<file path="src/rtl/epiu_pkg.sv">
package epiu_pkg;

  // =====================================================================
  // register offsets on the plain register port
  // =====================================================================
  localparam logic [3:0] ADDR_SENSE = 4'h0;
  localparam logic [3:0] ADDR_EXT_MASK = 4'h1;
  localparam logic [3:0] ADDR_EXT_FLAG = 4'h2;
  localparam logic [3:0] ADDR_PC_ENABLE = 4'h3;
  localparam logic [3:0] ADDR_PC_FLAG = 4'h4;
  localparam logic [3:0] ADDR_PC_MASK_LO = 4'h5;
  localparam logic [3:0] ADDR_PC_MASK_HI = 4'h6;
  localparam logic [3:0] ADDR_GLOBAL_EN = 4'h7;
  localparam logic [3:0] ADDR_VECTOR = 4'h8;
  localparam logic [3:0] ADDR_STATUS = 4'h9;

  // =====================================================================
  // field positions and reset values
  // =====================================================================
  localparam int SENSE_A_LSB = 0;
  localparam int SENSE_B_LSB = 2;
  localparam logic [7:0] SENSE_WMASK = 8'h0f;
  localparam logic [7:0] SENSE_RESET = 8'h00;
  localparam logic [7:0] MASK_RESET = 8'h00;

  // =====================================================================
  // sense encodings
  // =====================================================================
  typedef enum logic [1:0] {
    SENSE_LOW = 2'b00,
    SENSE_ANY = 2'b01,
    SENSE_FALL = 2'b10,
    SENSE_RISE = 2'b11
  } epiu_sense_e;

  // =====================================================================
  // vector addresses, two program words apart
  // =====================================================================
  localparam logic [15:0] VEC_RESET = 16'h0000;
  localparam logic [15:0] VEC_STEP = 16'h0002;
  localparam logic [15:0] VEC_PIN_A = 16'h0002;
  localparam logic [15:0] VEC_PIN_B = 16'h0004;
  localparam logic [15:0] VEC_PC_LO = 16'h0006;
  localparam logic [15:0] VEC_PC_HI = 16'h0008;

  // register port carrier
  typedef struct packed {
    logic [3:0] addr;
    logic [7:0] wdata;
    logic wr;
    logic rd;
  } epiu_bus_s;

endpackage : epiu_pkg

</file>
<file path="src/rtl/epiu_edge_detect.sv">
`timescale 1ns/1ps
// sampled-pin edge detector for one dedicated request pin
module epiu_edge_detect (
  // clock and reset
  input wire logic mclk,
  input wire logic reset_n,
  // pin and mode
  input wire logic pinIn,
  input wire logic [1:0] sense,
  // result
  output logic setPulse,
  output logic levelLow
);

  typedef struct packed {
    logic s1;
    logic s2;
    logic prev;
  } epiu_edge_s;

  epiu_edge_s st_r;
  epiu_edge_s st_nxt;

  always_comb begin
    st_nxt = st_r;
    st_nxt.s1 = pinIn;
    st_nxt.s2 = st_r.s1;
    st_nxt.prev = st_r.s2;
  end

  always_ff @(posedge mclk or negedge reset_n) begin
    if (!reset_n) begin
      st_r <= 3'b111;
    end else begin
      st_r <= st_nxt;
    end
  end

  // level is taken straight from the pin so it can act with the clock stopped
  assign levelLow = ~pinIn;

  // edge modes need running samples, so they only work while the clock runs
  always_comb begin
    case (epiu_pkg::epiu_sense_e'(sense))
      epiu_pkg::SENSE_ANY: setPulse = st_r.s2 ^ st_r.prev;
      epiu_pkg::SENSE_FALL: setPulse = st_r.prev & ~st_r.s2;
      epiu_pkg::SENSE_RISE: setPulse = ~st_r.prev & st_r.s2;
      default: setPulse = 1'b0;
    endcase
  end

endmodule : epiu_edge_detect

</file>
<file path="src/rtl/epiu_top.sv">
`timescale 1ns/1ps
module epiu_top (
  // clock and reset
  input wire logic mclk,
  input wire logic reset_n,
  // register port
  input wire logic [3:0] regAddr,
  input wire logic [7:0] regWdata,
  input wire logic regWr,
  input wire logic regRd,
  output logic [7:0] regRdata,
  // pins, seen at the pad whatever the port direction
  input wire logic extRequestPinA,
  input wire logic extRequestPinB,
  input wire logic [15:0] pinChangeInputs,
  // core side
  input wire logic [3:0] isrEntry,
  output logic irq,
  output logic [15:0] irqVector,
  output logic wakeRequest,
  output logic pinChangeGroupLoRequest,
  output logic pinChangeGroupHiRequest
);

  // =====================================================================
  // state
  // =====================================================================
  typedef struct packed {
    logic [7:0] senseCtl;
    logic [1:0] extMask;
    logic [1:0] extFlag;
    logic [1:0] pcEnable;
    logic [1:0] pcFlag;
    logic [7:0] pcMaskLo;
    logic [7:0] pcMaskHi;
    logic globalEn;
    logic [15:0] pcPrev;
    logic [7:0] rdata;
  } epiu_state_s;

  epiu_state_s st_r;
  epiu_state_s st_nxt;
  epiu_pkg::epiu_bus_s bus;

  logic setA;
  logic setB;
  logic lowA;
  logic lowB;
  logic [1:0] levelMode;
  logic [1:0] extLevelReq;
  logic [1:0] extReq;
  logic [1:0] pcToggle;
  logic [15:0] pcMaskAll;
  logic [15:0] pcDiff;
  logic [3:0] pending;

  assign bus = '{addr: regAddr, wdata: regWdata, wr: regWr, rd: regRd};

  function automatic logic hit(input epiu_pkg::epiu_bus_s b, input logic [3:0] a);
    hit = b.wr && (b.addr == a);
  endfunction : hit

  // =====================================================================
  // dedicated pins
  // =====================================================================
  epiu_edge_detect u_det_a (
    .mclk(mclk),
    .reset_n(reset_n),
    .pinIn(extRequestPinA),
    .sense(st_r.senseCtl[epiu_pkg::SENSE_A_LSB +: 2]),
    .setPulse(setA),
    .levelLow(lowA)
  );

  epiu_edge_detect u_det_b (
    .mclk(mclk),
    .reset_n(reset_n),
    .pinIn(extRequestPinB),
    .sense(st_r.senseCtl[epiu_pkg::SENSE_B_LSB +: 2]),
    .setPulse(setB),
    .levelLow(lowB)
  );

  assign levelMode[0] = st_r.senseCtl[epiu_pkg::SENSE_A_LSB +: 2] == epiu_pkg::SENSE_LOW;
  assign levelMode[1] = st_r.senseCtl[epiu_pkg::SENSE_B_LSB +: 2] == epiu_pkg::SENSE_LOW;
  // a short low may be missed; the source must hold it through the instruction
  assign extLevelReq = levelMode & {lowB, lowA};
  assign extReq = extLevelReq | st_r.extFlag;

  // =====================================================================
  // pin-change groups
  // =====================================================================
  // toggle compared against the last registered pin image; the comparison
  // is combinational so a toggle shows on wakeRequest with the clock off
  assign pcMaskAll = {st_r.pcMaskHi, st_r.pcMaskLo};
  generate
    for (genvar i = 0; i < 16; i++) begin : g_pc
      assign pcDiff[i] = (pinChangeInputs[i] ^ st_r.pcPrev[i]) & pcMaskAll[i];
    end
  endgenerate
  assign pcToggle[0] = |pcDiff[7:0];
  assign pcToggle[1] = |pcDiff[15:8];

  // =====================================================================
  // next state
  // =====================================================================
  always_comb begin
    st_nxt = st_r;
    st_nxt.pcPrev = pinChangeInputs;
    if (hit(bus, epiu_pkg::ADDR_SENSE)) begin
      st_nxt.senseCtl = bus.wdata & epiu_pkg::SENSE_WMASK;
    end
    if (hit(bus, epiu_pkg::ADDR_EXT_MASK)) begin
      st_nxt.extMask = bus.wdata[1:0];
    end
    if (hit(bus, epiu_pkg::ADDR_PC_ENABLE)) begin
      st_nxt.pcEnable = bus.wdata[1:0];
    end
    if (hit(bus, epiu_pkg::ADDR_PC_MASK_LO)) begin
      st_nxt.pcMaskLo = bus.wdata;
    end
    if (hit(bus, epiu_pkg::ADDR_PC_MASK_HI)) begin
      st_nxt.pcMaskHi = bus.wdata;
    end
    if (hit(bus, epiu_pkg::ADDR_GLOBAL_EN)) begin
      st_nxt.globalEn = bus.wdata[0];
    end
    // clear by write-one or routine entry; a same-cycle set wins
    if (hit(bus, epiu_pkg::ADDR_EXT_FLAG)) begin
      st_nxt.extFlag = st_nxt.extFlag & ~bus.wdata[1:0];
    end
    if (hit(bus, epiu_pkg::ADDR_PC_FLAG)) begin
      st_nxt.pcFlag = st_nxt.pcFlag & ~bus.wdata[1:0];
    end
    st_nxt.extFlag = st_nxt.extFlag & ~isrEntry[1:0];
    st_nxt.pcFlag = st_nxt.pcFlag & ~isrEntry[3:2];
    st_nxt.extFlag = st_nxt.extFlag | {setB, setA};
    st_nxt.pcFlag = st_nxt.pcFlag | pcToggle;
    st_nxt.extFlag = st_nxt.extFlag & ~levelMode;
    // read data valid only in the cycle after the strobe
    st_nxt.rdata = 8'h00;
    if (bus.rd) begin
      if (bus.addr == epiu_pkg::ADDR_SENSE) begin
        st_nxt.rdata = st_r.senseCtl & epiu_pkg::SENSE_WMASK;
      end else if (bus.addr == epiu_pkg::ADDR_EXT_MASK) begin
        st_nxt.rdata = {6'h00, st_r.extMask};
      end else if (bus.addr == epiu_pkg::ADDR_EXT_FLAG) begin
        st_nxt.rdata = {6'h00, st_r.extFlag & ~levelMode};
      end else if (bus.addr == epiu_pkg::ADDR_PC_ENABLE) begin
        st_nxt.rdata = {6'h00, st_r.pcEnable};
      end else if (bus.addr == epiu_pkg::ADDR_PC_FLAG) begin
        st_nxt.rdata = {6'h00, st_r.pcFlag};
      end else if (bus.addr == epiu_pkg::ADDR_PC_MASK_LO) begin
        st_nxt.rdata = st_r.pcMaskLo;
      end else if (bus.addr == epiu_pkg::ADDR_PC_MASK_HI) begin
        st_nxt.rdata = st_r.pcMaskHi;
      end else if (bus.addr == epiu_pkg::ADDR_GLOBAL_EN) begin
        st_nxt.rdata = {7'h00, st_r.globalEn};
      end else if (bus.addr == epiu_pkg::ADDR_VECTOR) begin
        st_nxt.rdata = irqVector[7:0];
      end else if (bus.addr == epiu_pkg::ADDR_STATUS) begin
        st_nxt.rdata = {2'h0, pending, extLevelReq};
      end else begin
        st_nxt.rdata = 8'h00;
      end
    end
  end

  always_ff @(posedge mclk or negedge reset_n) begin
    if (!reset_n) begin
      st_r <= '{senseCtl: epiu_pkg::SENSE_RESET, extMask: 2'h0, extFlag: 2'h0,
                pcEnable: 2'h0, pcFlag: 2'h0, pcMaskLo: epiu_pkg::MASK_RESET,
                pcMaskHi: epiu_pkg::MASK_RESET, globalEn: 1'b0, pcPrev: 16'h0000,
                rdata: 8'h00};
    end else begin
      st_r <= st_nxt;
    end
  end

  // =====================================================================
  // request gating and vectors
  // =====================================================================
  assign pending[1:0] = extReq & st_r.extMask & {2{st_r.globalEn}};
  assign pending[3:2] = st_r.pcFlag & st_r.pcEnable & {2{st_r.globalEn}};
  assign pinChangeGroupLoRequest = st_r.pcFlag[0];
  assign pinChangeGroupHiRequest = st_r.pcFlag[1];
  assign irq = |pending;
  // wake works off async terms; a level gone before start-up gives no irq
  assign wakeRequest = |(extLevelReq & st_r.extMask) | |(pcToggle & st_r.pcEnable);

  // lowest source wins, each vector two words above the last
  always_comb begin
    if (pending[0]) begin
      irqVector = epiu_pkg::VEC_PIN_A;
    end else if (pending[1]) begin
      irqVector = epiu_pkg::VEC_PIN_B;
    end else if (pending[2]) begin
      irqVector = epiu_pkg::VEC_PC_LO;
    end else if (pending[3]) begin
      irqVector = epiu_pkg::VEC_PC_HI;
    end else begin
      irqVector = epiu_pkg::VEC_RESET;
    end
  end

  assign regRdata = st_r.rdata;

endmodule : epiu_top

</file>
<file path="config.mk">
export PLATFORM = sky130hd
export DESIGN_NAME = epiu_top
export DESIGN_NICKNAME = d
export VERILOG_FILES = /design/src/rtl/epiu_pkg.sv /design/src/rtl/epiu_edge_detect.sv /design/src/rtl/epiu_top.sv
export SDC_FILE = /design/constraint.sdc
export NUM_CORES = 1
export LEC_CHECK = 0
export ABC_CLOCK_PERIOD_IN_PS = 2400
export BUFFER_PORTS_ARGS = -buffer_cell sky130_fd_sc_hd__buf_2
export CAP_MARGIN = 20
export CELL_PAD_IN_SITES_DETAIL_PLACEMENT = 0
export CELL_PAD_IN_SITES_GLOBAL_PLACEMENT = 1
export CORE_ASPECT_RATIO = 1.25
export CORE_UTILIZATION = 47
export CTS_BUF_LIST = sky130_fd_sc_hd__clkbuf_2 sky130_fd_sc_hd__clkbuf_4 sky130_fd_sc_hd__clkbuf_8
export CTS_CLUSTER_DIAMETER = 120
export DETAILED_ROUTE_END_ITERATION = 7
export PLACE_DENSITY = 0.91
export RECOVER_POWER = 50
export SYNTH_ARGS = -nofsm -noshare
export SYNTH_HDL_FRONTEND = slang
export SYNTH_SLANG_ARGS = --single-unit
</file>
<file path="constraint.sdc">
create_clock -name mclk -period 2.4 [get_ports mclk]
set_input_delay 0 -clock mclk [delete_from_list [all_inputs] [get_ports mclk]]
set_output_delay 0 -clock mclk [all_outputs]
set_load 0.05 [all_outputs]
</file>
# --- Word-level counts from Yosys, hierarchy flattened ---
# Index checks and enable logic that the tools add are counted.
word_totals:
  regBits: 59
op_classes:
  eq_ne: 15
  n_mux: 19
  n_bitwise: 65
  reduce_logical: 16
op_table:
  columns: ["cell", "count"]
  rows:
  - ["$mux 8", 8]
  - ["$and 2x2->2", 13]
  - ["$and 1x1->1", 20]
  - ["$mux 6", 3]
  - ["$xor 1x1->1", 18]
  - ["$eq 4x3->1 const B", 4]
  - ["$mux 4", 4]
  - ["$reduce_or 8->1", 2]
  - ["$eq 2x2->1 const B", 4]
  - ["$eq 4x2->1 const B", 2]
  - ["$eq 4x4->1 const B", 2]
  - ["$logic_and 1x1->1", 8]
  - ["$not 2->2", 4]
  - ["$not 1->1", 6]
  - ["$or 2x2->2", 3]
  - ["$pmux 1 s3", 2]
  - ["$eq 2x1->1 const B", 2]
  - ["$eq 4x1->1 const B", 1]
  - ["$logic_not 2->1", 2]
  - ["$logic_not 4->1", 1]
  - ["$mux 2", 2]
  - ["$reduce_or 2->1", 2]
  - ["$reduce_or 4->1", 1]
  - ["$or 1x1->1", 1]

# --- Depth between registers and ports, before layout ---
# Gate-level depths: netlist (run 1).
depth:
  depth_word: 17
  depth_mapped: 7
  ltp_nobuf: 5

# --- Cells and area by module ---
# A second synthesis (run 1) with hierarchy kept.
unflattened:
  cells_unflattened: 269
  area_unflattened_um2: 2965.3
modules_own_cells:
  columns: ["module", "area_per_inst_um2", "seq_area_each_um2", "n_inst", "cells_each"]
  rows:
  - ["epiu_top", 2675.1, 1326.3, 1, 245]
  - ["epiu_edge_detect", 145.1, 78.8, 2, 12]

# --- Worst setup path before layout (run 1) ---
# No wires, ideal clock.
synth_path:
  kind: "register -> register"
  startpoint: "register st_r (netlist bit pinChangeGroupHiRequest)"
  endpoint: "register st_r (netlist bit regRdata[3])"
  arrival_time_ps: 1836
  path_buffers: 0
  path_slack_ps: 486
  stages_incl_launch_ff: 5
  path_cell_list: "dfrtp_1 -> nand3_1 -> nor4_4 -> nand2_1 -> a21oi_1"
synth_lines:
  columns: ["item", "line", "source"]
  rows:
  - ["from (decl)", "epiu_top.sv:41", "epiu_state_s st_r;"]
  - ["from (signal assigned)", "epiu_top.sv:171", "st_r <= '{senseCtl: epiu_pkg::SENSE_RESET, extMask: 2'h0, extFlag: 2'h0,"]
  - ["from (signal assigned)", "epiu_top.sv:176", "st_r <= st_nxt;"]

# --- Worst setup path in the final report (run 1) ---
layout_path:
  startpoint: "register st_r[52] (netlist bit)"
  endpoint: "output port irqVector[2]"
layout_via:
  elab_chain_cells: 7
layout_lines:
  columns: ["item", "line", "source"]
  rows:
  - ["$logic_not 2->1", "epiu_top.sv:85", "assign levelMode[1] = st_r.senseCtl[epiu_pkg::SENSE_B_LSB +: 2] == epiu_pkg::SENSE_LOW;"]
  - ["$and 2x2->2", "epiu_top.sv:87", "assign extLevelReq = levelMode & {lowB, lowA};"]
  - ["$or 2x2->2", "epiu_top.sv:88", "assign extReq = extLevelReq | st_r.extFlag;"]
  - ["$and 2x2->2 (2 in series)", "epiu_top.sv:183", "assign pending[1:0] = extReq & st_r.extMask & {2{st_r.globalEn}};"]
  - ["$mux 4", "epiu_top.sv:195", "end else if (pending[1]) begin"]
  - ["$mux 4", "epiu_top.sv:193", "if (pending[0]) begin"]
  - ["to (decl)", "epiu_top.sv:19", "output logic [15:0] irqVector,"]
# Every way passes these cells.

==> results of run 1 <==
-- worst reg2reg max path, delay by kind of cell, from the launching register on --
family           cells  cell delay, ps
flip-flops           1             470
AO/OA/AOI/OAI        3             690
AND/OR/NAND/NOR      2             470
-- state kept, by name, indices dropped and copies added (netlist names) --
| name | cells |
|---|---|
| st_r | 27 |
| pcMaskAll | 16 |
| regRdata | 8 |
| u_det_a.st_nxt | 2 |
| u_det_b.st_nxt | 2 |
| pinChangeGroupHiRequest | 1 |
| pinChangeGroupLoRequest | 1 |
| u_det_a.st_r | 1 |
| u_det_b.st_r | 1 |
-- power breakdown --
group | internal, mW | switching [mW] | leakage [nW]
Combinational | 0.274 | 0.440 | 0.829
Sequential | 1.14 | 0.153 | 0.710
Clock | 0.599 | 0.380 | 0.112
Total | 2.01 | 0.973 | 1.65
-- cell type report --
class / instances / area, µm²
Clock inverter: 1 / 30.0
Fill cell: 561 / 2490
Clock buffer: 14 / 186
Inverter: 10 / 37.5
Multi-Input combinational cell: 178 / 1300
Sequential cell: 59 / 1480
Timing Repair Buffer: 84 / 532
Tap cell: 85 / 106
-- how the worst max path moves through the flow --
stage                                       start             to  slack (ps)  cells after the start
final                                    st_r[52]   irqVector[2]         430                      5
after detailed placement               regAddr[1]  pcMaskAll[12]         730                      4
after global routing                     st_r[52]   irqVector[2]         350                      5
after CTS                                st_r[52]   irqVector[2]         420                      5
after global placement                   st_r[52]    regRdata[2]         730                      5
after floorplan           pinChangeGroupHiRequest    regRdata[3]         490                      4
-- Yosys cell counts (all sizes together), types with 3 or more instances --
| master | number |
|---|---|
| nand4 | 3 |
| nand2b | 4 |
| dfrtp | 53 |
| o211ai | 6 |
| a21oi | 11 |
| nor3 | 5 |
| o22ai | 3 |
| and3 | 4 |
| a22oi | 12 |
| nand3 | 4 |
| buf | 29 |
| ha | 4 |
| nor2 | 12 |
| dfstp | 6 |
| inv | 10 |
| o22a | 5 |
| mux2 | 24 |
| o21ai | 8 |
| a21o | 3 |
| nor2b | 4 |
| xor2 | 16 |
| nand2 | 17 |
-- routing by layer --
metal	track usage	vias to the layer above	wire length, µm
met5	0	-	0
met4	0.119	0	250
met3	0.0744	23	392
met2	0.375	89	3630
met1	0.279	1104	2870
li1	-	1069	-
-- stage by stage --
step                      std cells  worst slack, ps   util
after floorplan                 277              486      -
after global placement          387              730  0.524
after detailed placement        387              734  0.524
after CTS                       431              425  0.606
after global routing            431              349  0.596
final                           431              427  0.596
-- cell usage in the layout (no fill, tap or decap), types with 3 or more instances in the layout --
| master | n |
|---|---|
| a22oi_1 | 12 |
| nor3_1 | 3 |
| xor2_1 | 16 |
| nand3_1 | 4 |
| buf_2 | 24 |
| o211ai_1 | 6 |
| nor2b_1 | 4 |
| inv_1 | 10 |
| a21o_1 | 3 |
| dfrtp_1 | 53 |
| nand2_1 | 16 |
| mux2_1 | 7 |
| dfstp_2 | 4 |
| nand2b_1 | 4 |
| nand4_1 | 3 |
| and3_1 | 3 |
| mux2_2 | 17 |
| o22a_1 | 5 |
| a21oi_1 | 9 |
| o21ai_0 | 8 |
| clkbuf_8 | 13 |
| conb_1 | 13 |
| ha_1 | 4 |
| dlygate4sd3_1 | 29 |
| clkbuf_1 | 29 |
| nor2_1 | 12 |
-- cells by family (layout without fill, tap and decap cells) --
logic type | count (synthesis) | count (layout) | share of synthesized area
AO/OA/AOI/OAI | 63 | 63 | 0.156
other | 1 | 13 | 0.00125
multiplexers | 25 | 25 | 0.0931
AND/OR/NAND/NOR | 57 | 57 | 0.109
buffers and inverters | 40 | 109 | 0.0844
adder cells (fa/ha/maj) | 4 | 4 | 0.0166
flip-flops | 59 | 59 | 0.493
XOR/XNOR | 16 | 16 | 0.0465
-- repair_timing --
action	in CTS	in global routing
hold buffers	29	0
buffers inserted	0	0
hold endpoints to repair	58	0
==> results.toml, run 1 <==
[clocking]
clk_latency_ps = 350
cts_resized = 0
cts.sinks = 59
cts_buffer_depth = 2
cts.clk_slew.worst_paths_ps = 60
cts_made_buffers = 9
cts_tree = "yes"
cts_max_level = 3
cts_root_buf = "clkbuf_8"

[global_routing]
grt_max_degree = 27
gr-total-overflow = 0
gr-usage-all-layers = 0.235
grt_pass1_vias = 2350
grt_pass1_wl_um = 11600
antenna_found_initial = 0

[min_path]
min_to = "pcMaskAll[8]"
worstHoldPathCells = 2
hold_start = "regWdata[0]"
min_path_type = "in -> reg"

[floorplan]
die_y_um = 91.5
die-area_um2 = 6730
dieWidth_um = 73.6
initial_core_util = 0.488
io_pins = 66
core_area_um2 = 6170
rows = 32

[layout]
finalNetCount = 384
area_growth_pct = 22.0
final_area_um2 = 3670
drive_gt1_frac = 0.205
n_antenna_cell = 0

[worst_setup_path]
reg2reg_to = "regRdata[2]"
worstRegToRegCells = 5
critical_path_class = "reg -> out"
cp_cell_sequence = "nor3_2, o211a_1, nor2_1, nor2_1, buf_2"
crit_family = "simple AND/OR/NAND/NOR gates"
slowest_stage = "dfrtp_1"
cp_data_required_time_ps = 2400
crit_path_max_incr_delay_ps = 470
crit_top_cell = "nor2_1"
r2r_slack_ps = 700
end_kind = "output pin"
crit_arrival_ps = 1970
timing.rr.start = "st_r[52]"
critPathMaxFanout = 6
cp_num_buf_inv = 1
startpoint_type = "register"

[sta]
holdWs_ps = 39.6
period_minus_slack_ps = 1970
grt_setup_unrepaired = "false"
fin_crit_sh = 0.822
timing.fmax_ghz = 0.507
slew_violations = 0
finClkSkew_ps = 7.57
setup_violations = 0
fin_tns_setup_ps = 0
worst_pin_slew_ps = 1380
slew_headroom = 0.0774
hold_viol_final = 0

[logic_synthesis]
synth.distinct_cells = 51
synth_top_area_cell = "dfrtp_1"
synth_top_area_share = 0.441
synth_area_um2 = 3010
synth_edf_count = 0
yosys_warnings = 0
synth-seq-area-share = 0.493
syn_inst = 265
ys_ff_latch = 59
synth_ff_type = "dfrtp_1"
syn_area_per_cell_um2 = 11.4
ys_top_cells_by_area = "dfrtp_1, mux2_2, buf_4"
async_reset_ff_frac = 1.00

[power_and_ir_drop]
ir_drop_v = 0.000611
finalPower_mw = 2.99
power_density_nw_per_um2 = 813
power_leakage_nw = 1.65

[route]
num_vias = 2285
avgViaCountPerCell = 5.30
wl_per_cell_um = 16.6
drc_errors = 0
antenna_left = 0
initialDrtViolationCount = 116
first_pass_iters = 4
wirelength_um = 7150

[placement]
dpl_cell_area_um2 = 3230
hpwl_um = 5110
gp_congestion = 0.884
numPortBuffers = 52

[flow_run]
drv_cap = 0

[outcome]
outcome = "finished, final reports clean"
No activity file was read; power rests on OpenSTA's default activity.
==> run 2, diff against run 1 <==
- ABC_AREA: default -> 1
- ABC_CLOCK_PERIOD_IN_PS: 2400 -> 1800
- CORE_UTILIZATION: 47 -> 37
- PLACE_DENSITY: 0.91 -> 0.81
- clock period: 2.4 -> 1.8 ns (I/O delays scaled with it)
==> run 2 against run 1 <==
Against the previous run:
- utilization fell by 10 points
- register-to-register slack got worse by 370 ps
- clock skew shrank 2.2 ps
- global-route usage shrank 4.8 points
- non-clock buffer count rose by 1
- critical path type unchanged
- critical endpoint is now wakeRequest
==> results.toml, run 2 <==
[layout]
largest_register_ffs = 27
largest-register = "st_r"
layout_common_cells = "nand2_1, dfrtp_1, buf_2"
n_antenna_cell = 0
final_common_cell = "nand2_1"
final_cell_count_no_fill = 522
area_growth_pct = 26.8
final_area_um2 = 3710
drive_gt1_frac = 0.202
finalNetCount = 467

[route]
num_vias = 2478
antenna_left = 0
first_pass_iters = 4
initialDrtViolationCount = 86
wirelength_um = 6880
avgViaCountPerCell = 4.75
wl_per_cell_um = 13.2
drc_errors = 0

[floorplan]
die-area_um2 = 8260
die_y_um = 101
rows = 35
io_pins = 66
initial_core_util = 0.388
core_area_um2 = 7530
dieWidth_um = 81.5

[power_and_ir_drop]
power_frac_comb = 0.227
p_seq_frac = 0.440
power_leakage_nw = 1.83
switchingPower_mw = 1.27
p_int_mw = 2.49
power_density_nw_per_um2 = 1010
ir_drop_v = 0.000567
clock_power_share = 0.333
switching_share = 0.338

[worst_setup_path]
end_kind = "output pin"
cp_data_required_time_ps = 1800
critPathMaxFanout = 2
crit_arrival_ps = 1740
critical_path_class = "reg -> out"
startpoint_type = "register"

[logic_synthesis]
syn_inst = 341
syn_area_per_cell_um2 = 8.57
ys_top_cells_by_area = "dfrtp_1, nand2_1, o21ai_0"
yosys_warnings = 0
synth.distinct_cells = 37
synth_ff_type = "dfrtp_1"
ys_ff_latch = 59
synth_edf_count = 0
yosysMostFrequentCell = "nand2_1"
synth_top_area_share = 0.454
synth_area_um2 = 2920
synth_common_cells = "nand2_1, dfrtp_1, inv_1, o21ai_0, nor2_1"
synth_top_area_cell = "dfrtp_1"
async_reset_ff_frac = 1.00
synth-seq-area-share = 0.507

[min_path]
min_path_type = "in -> reg"

[sta]
setup_violations = 0
slew_violations = 0
hold_viol_final = 0
fin_crit_sh = 0.968
timing.fmax_ghz = 0.574
period_minus_slack_ps = 1740
holdWs_ps = 46.5
setup_ws_ps = 57.7
finClkSkew_ps = 5.34
grt_setup_unrepaired = "true"

[placement]
place_ws_ps = 347
hpwl_um = 5120
dpl_cell_area_um2 = 3200
gp_congestion = 0.850
numPortBuffers = 52
dpl.cell_count = 475

[flow_run]
drv_cap = 0

[global_routing]
grt_pass1_wl_um = 11200
antenna_found_initial = 0
grt_max_degree = 41
gr-total-overflow = 0
grt_pass1_vias = 2379
gr-usage-all-layers = 0.186

[clocking]
clk_latency_ps = 340
cts_root_buf = "clkbuf_8"
cts_made_buffers = 9
cts.sinks = 59
cts_buffer_depth = 2
cts_max_level = 3
cts_tree = "yes"
cts.clk_slew.worst_paths_ps = 70

[outcome]
outcome = "finished, final reports clean"
==> run 2: cell count changes after synthesis, moves of 5 or more <==
cell     before  now
o22a_1        5    0
inv_1        10   33
xor2_1       16    8
o21ai_0       8   33
mux2_1        7    0
mux2_2       17    0
nand2_2       1    7
nand2_1      16   91
nor2_1       10   24
a22oi_1      12    0
==> run 2: cells by family (layout without fill, tap and decap cells) <==
kind of cell	Yosys count	in the layout	synth area share
xor gates and xnor gates	8	8	0.0240
DFF	59	59	0.507
adders and majority gates	4	4	0.0171
AOI/OAI and AO/OA	62	62	0.122
and+or+nand+nor	147	147	0.221
other	1	13	0.00128
buffers and inverters	60	137	0.108
==> run 2: final timing paths <==
kind                                         from           endpoint  slack [ps]  depth (start not counted)
worst max-delay path                      st_r[9]        wakeRequest          60                          6
worst min-delay path                        regWr           st_r[24]          50                          3
worst max register to register           st_r[52]        regRdata[1]         330                         12
worst min register to register  u_det_b.st_nxt[1]  u_det_b.st_nxt[0]         360                          0
max in group asynchronous                 reset_n  u_det_a.st_nxt[1]        1040                          3
min in group asynchronous                 reset_n        regRdata[4]         130                          2
==> run 2: final cells by class <==
| class | count | area, µm² |
|---|---|---|
| Multi-Input combinational cell | 234 | 1180 |
| Sequential cell | 59 | 1480 |
| Inverter | 36 | 136 |
| Timing Repair Buffer | 85 | 588 |
| Clock buffer | 11 | 145 |
| Tap cell | 92 | 115 |
| Clock inverter | 5 | 61.3 |
| Fill cell | 758 | 3820 |
==> run 2: layer usage <==
metal  global-route usage  up-vias  routed length [µm]
li1                     -     1231                   -
met1                0.230     1163                3020
met2                0.308       71                3380
met3               0.0414       13                 321
met4               0.0838        0                 152
met5                    0        -                   0
==> run 2: critical path: stages (launching register included) <==
cell and delay (ps):
dfrtp_1 370, or2_4 240, a32oi_1 190, nand4_1 180, nand2_1 120, nand4_1 120, buf_6 180
==> run 2: stage by stage <==
stage               setup TNS, ps  utilization  power [mW]
floorplan                       0            -        2.24
global placement                0        0.425        2.46
detailed placement              0        0.425        2.48
CTS                             0        0.492        3.79
global route                -19.5        0.492        3.99
finish                          0        0.492        3.76
==> run 2: repair_timing <==
action / CTS / global route
buffers inserted: 0 / 1
endpoints found under the setup margin: 0 / 1
hold endpoints to repair: 62 / 0
gates resized for setup: 0 / 6
hold buffers: 30 / 0
==> run 2: power groups by stage <==
stage / clock network [mW] / registers (mW) / logic, mW
2_1_floorplan: 0 / 1.67 / 0.571
3_3_place_gp: 0 / 1.68 / 0.785
3_5_place_dp: 0 / 1.68 / 0.796
4_1_cts: 1.29 / 1.66 / 0.848
5_1_grt: 1.36 / 1.68 / 0.946
6_report: 1.25 / 1.66 / 0.852
==> run 3, diff against run 2 <==
- ABC_AREA: 1 -> default
- CORE_UTILIZATION: 37 -> 40
- PLACE_DENSITY: 0.81 -> 0.83
==> run 3 against run 2 <==
Against the previous run:
- the run now ends with negative setup slack left
- clock skew grew 3.2 ps
- maximum frequency shrank 3.6%
- critical endpoint unchanged
- critical path depth is the same
- sequential power grew 4%
- largest cell class unchanged
- critical path type unchanged
- setup slack lost 66 ps
- power grew 5.5%
- clock power shrank 4%
- first-iteration DRC count grew 69%
- final area grew 2.3%
- register-to-register slack lost 40 ps
==> results.toml, run 3 (synthesized netlist as in run 1, its figures left out) <==
[power_and_ir_drop]
power_leakage_nw = 1.77
switchingPower_mw = 1.33
power_frac_comb = 0.263
switching_share = 0.335
p_int_mw = 2.64
ir_drop_v = 0.000500
p_seq_frac = 0.434
clock_power_share = 0.303
power_density_nw_per_um2 = 1050

[clocking]
cts_root_buf = "clkbuf_8"
clk_latency_ps = 340
cts_tree = "yes"
cts_buffer_depth = 2
cts.sinks = 59
cts_made_buffers = 9
cts.clk_slew.worst_paths_ps = 60
cts_max_level = 3

[worst_setup_path]
slowest_stage = "dfrtp_1"
reg2reg_to = "regRdata[1]"
timing.rr.start = "st_r[51]"
cp_data_required_time_ps = 1800
startpoint_type = "register"
critPathMaxFanout = 2
r2r_slack_ps = 290
worstRegToRegCells = 5
critical_path_class = "reg -> out"
end_kind = "output pin"
crit_path_max_incr_delay_ps = 380
cp_cell_sequence = "xor2_1, a22oi_1, nand4_1, a222oi_1, nand2_1, buf_6"
crit_start = "st_r[15]"
crit_arrival_ps = 1810

[route]
wl_met1_um = 2870
first_pass_iters = 4
met2_length_um = 3590
antenna_left = 0
route.met3.wl_um = 416
wirelength_um = 7110
num_vias = 2292
top_layer = "met4"
wl_per_cell_um = 16.1
avgViaCountPerCell = 5.19
initialDrtViolationCount = 145
drc_errors = 0

[min_path]
hold_start = "regWdata[1]"
worstHoldPathCells = 3
min_to = "pcMaskAll[9]"
min_path_type = "in -> reg"

[sta]
setup_violations = 1
fin_crit_sh = 1.00
holdWs_ps = 27.0
worst_pin_slew_ps = 553
fin_tns_setup_ps = -8.12
slew_headroom = 0.630
period_minus_slack_ps = 1810
grt_setup_unrepaired = "true"
setup_ws_ps = -8.12
slew_violations = 0
timing.fmax_ghz = 0.553
hold_viol_final = 0
finClkSkew_ps = 8.54

[layout]
nFillCells = 662
area_growth_pct = 26.0
largest_register_ffs = 27
layout_common_cells = "dfrtp_1, buf_2, dlygate4sd3_1"
finalNetCount = 387
multi_input_area_um2 = 1340
largest-register = "st_r"
drive_gt1_frac = 0.326
seqCellArea_um2 = 1490
final_common_cell = "dfrtp_1"
n_antenna_cell = 0

[flow_run]
drv_cap = 0

[floorplan]
die-area_um2 = 7880
rows = 35
io_pins = 66
dieWidth_um = 79.6
die_y_um = 99.0
core_area_um2 = 7310
initial_core_util = 0.412

[global_routing]
antenna_found_initial = 0
grt_max_degree = 40
grt_pass1_vias = 2407
gr-usage-all-layers = 0.199
gr-total-overflow = 0
grt_pass1_wl_um = 11600

[outcome]
outcome = "finished, violations left"
violations = "negative setup slack"

[placement]
numPortBuffers = 52
hpwl_um = 5220
gp_congestion = 0.863
-- run 3: timing repair --
action / 4_1_cts / 5_1_grt
gates resized for setup: 7 / 2
setup endpoints to repair: 4 / 5
endpoints found under the hold margin: 56 / 0
pin swaps: 8 / 0
hold buffers: 28 / 0
buffers inserted: 1 / 2
-- run 3: cell type report --
cell class,instances,area share
clock buffer,11,0.0383
clock inverter,5,0.0139
inverter,10,0.00989
multi-input combinational,178,0.352
sequential,59,0.392
tap,92,0.0303
timing repair buffer,87,0.163
-- run 3: how the worst max path moves through the flow --
stage / end / slack (ps) / cells after the start
after floorplan: regRdata[3] / -30 / 5
after global placement: regRdata[2] / 260 / 5
after detailed placement: regRdata[2] / 220 / 5
after CTS: wakeRequest / -30 / 6
after global routing: wakeRequest / -160 / 6
final: wakeRequest / -8 / 6
-- run 3: critical path: cells and delay by family (launching register included) --
family	cells	cell delay, ps
flip-flops	1	380
buffers and inverters	1	170
AND/OR/NAND/NOR	2	330
AO/OA/AOI/OAI	2	430
XOR/XNOR	1	160
-- run 3: metal layers --
layer / vias up / global-route usage
met2: 87 / 0.331
met1: 1115 / 0.227
met5: - / 0
met4: 0 / 0.119
met3: 20 / 0.0519
li1: 1070 / -
-- run 3: power by group through the flow --
stage	combinational [mW]	sequential (mW)	clock [mW]
after floorplan	0.695	1.70	0
after global routing	1.12	1.74	1.30
after global placement	0.914	1.73	0
after detailed placement	0.931	1.74	0
final	1.04	1.72	1.20
after CTS	1.02	1.72	1.23
-- run 3: through the flow --
step | worst slack (ps) | power, mW | util | cells | instance area (µm²)
3_5_place_dp | 221 | 2.67 | 0.446 | 395 | 3260
5_1_grt | -162 | 4.17 | 0.519 | 442 | 3790
2_1_floorplan | -30.5 | 2.40 | - | 277 | 3070
6_report | -8.12 | 3.97 | 0.519 | 442 | 3790
4_1_cts | -33.5 | 3.97 | 0.516 | 440 | 3770
3_3_place_gp | 257 | 2.64 | 0.446 | 395 | 3260
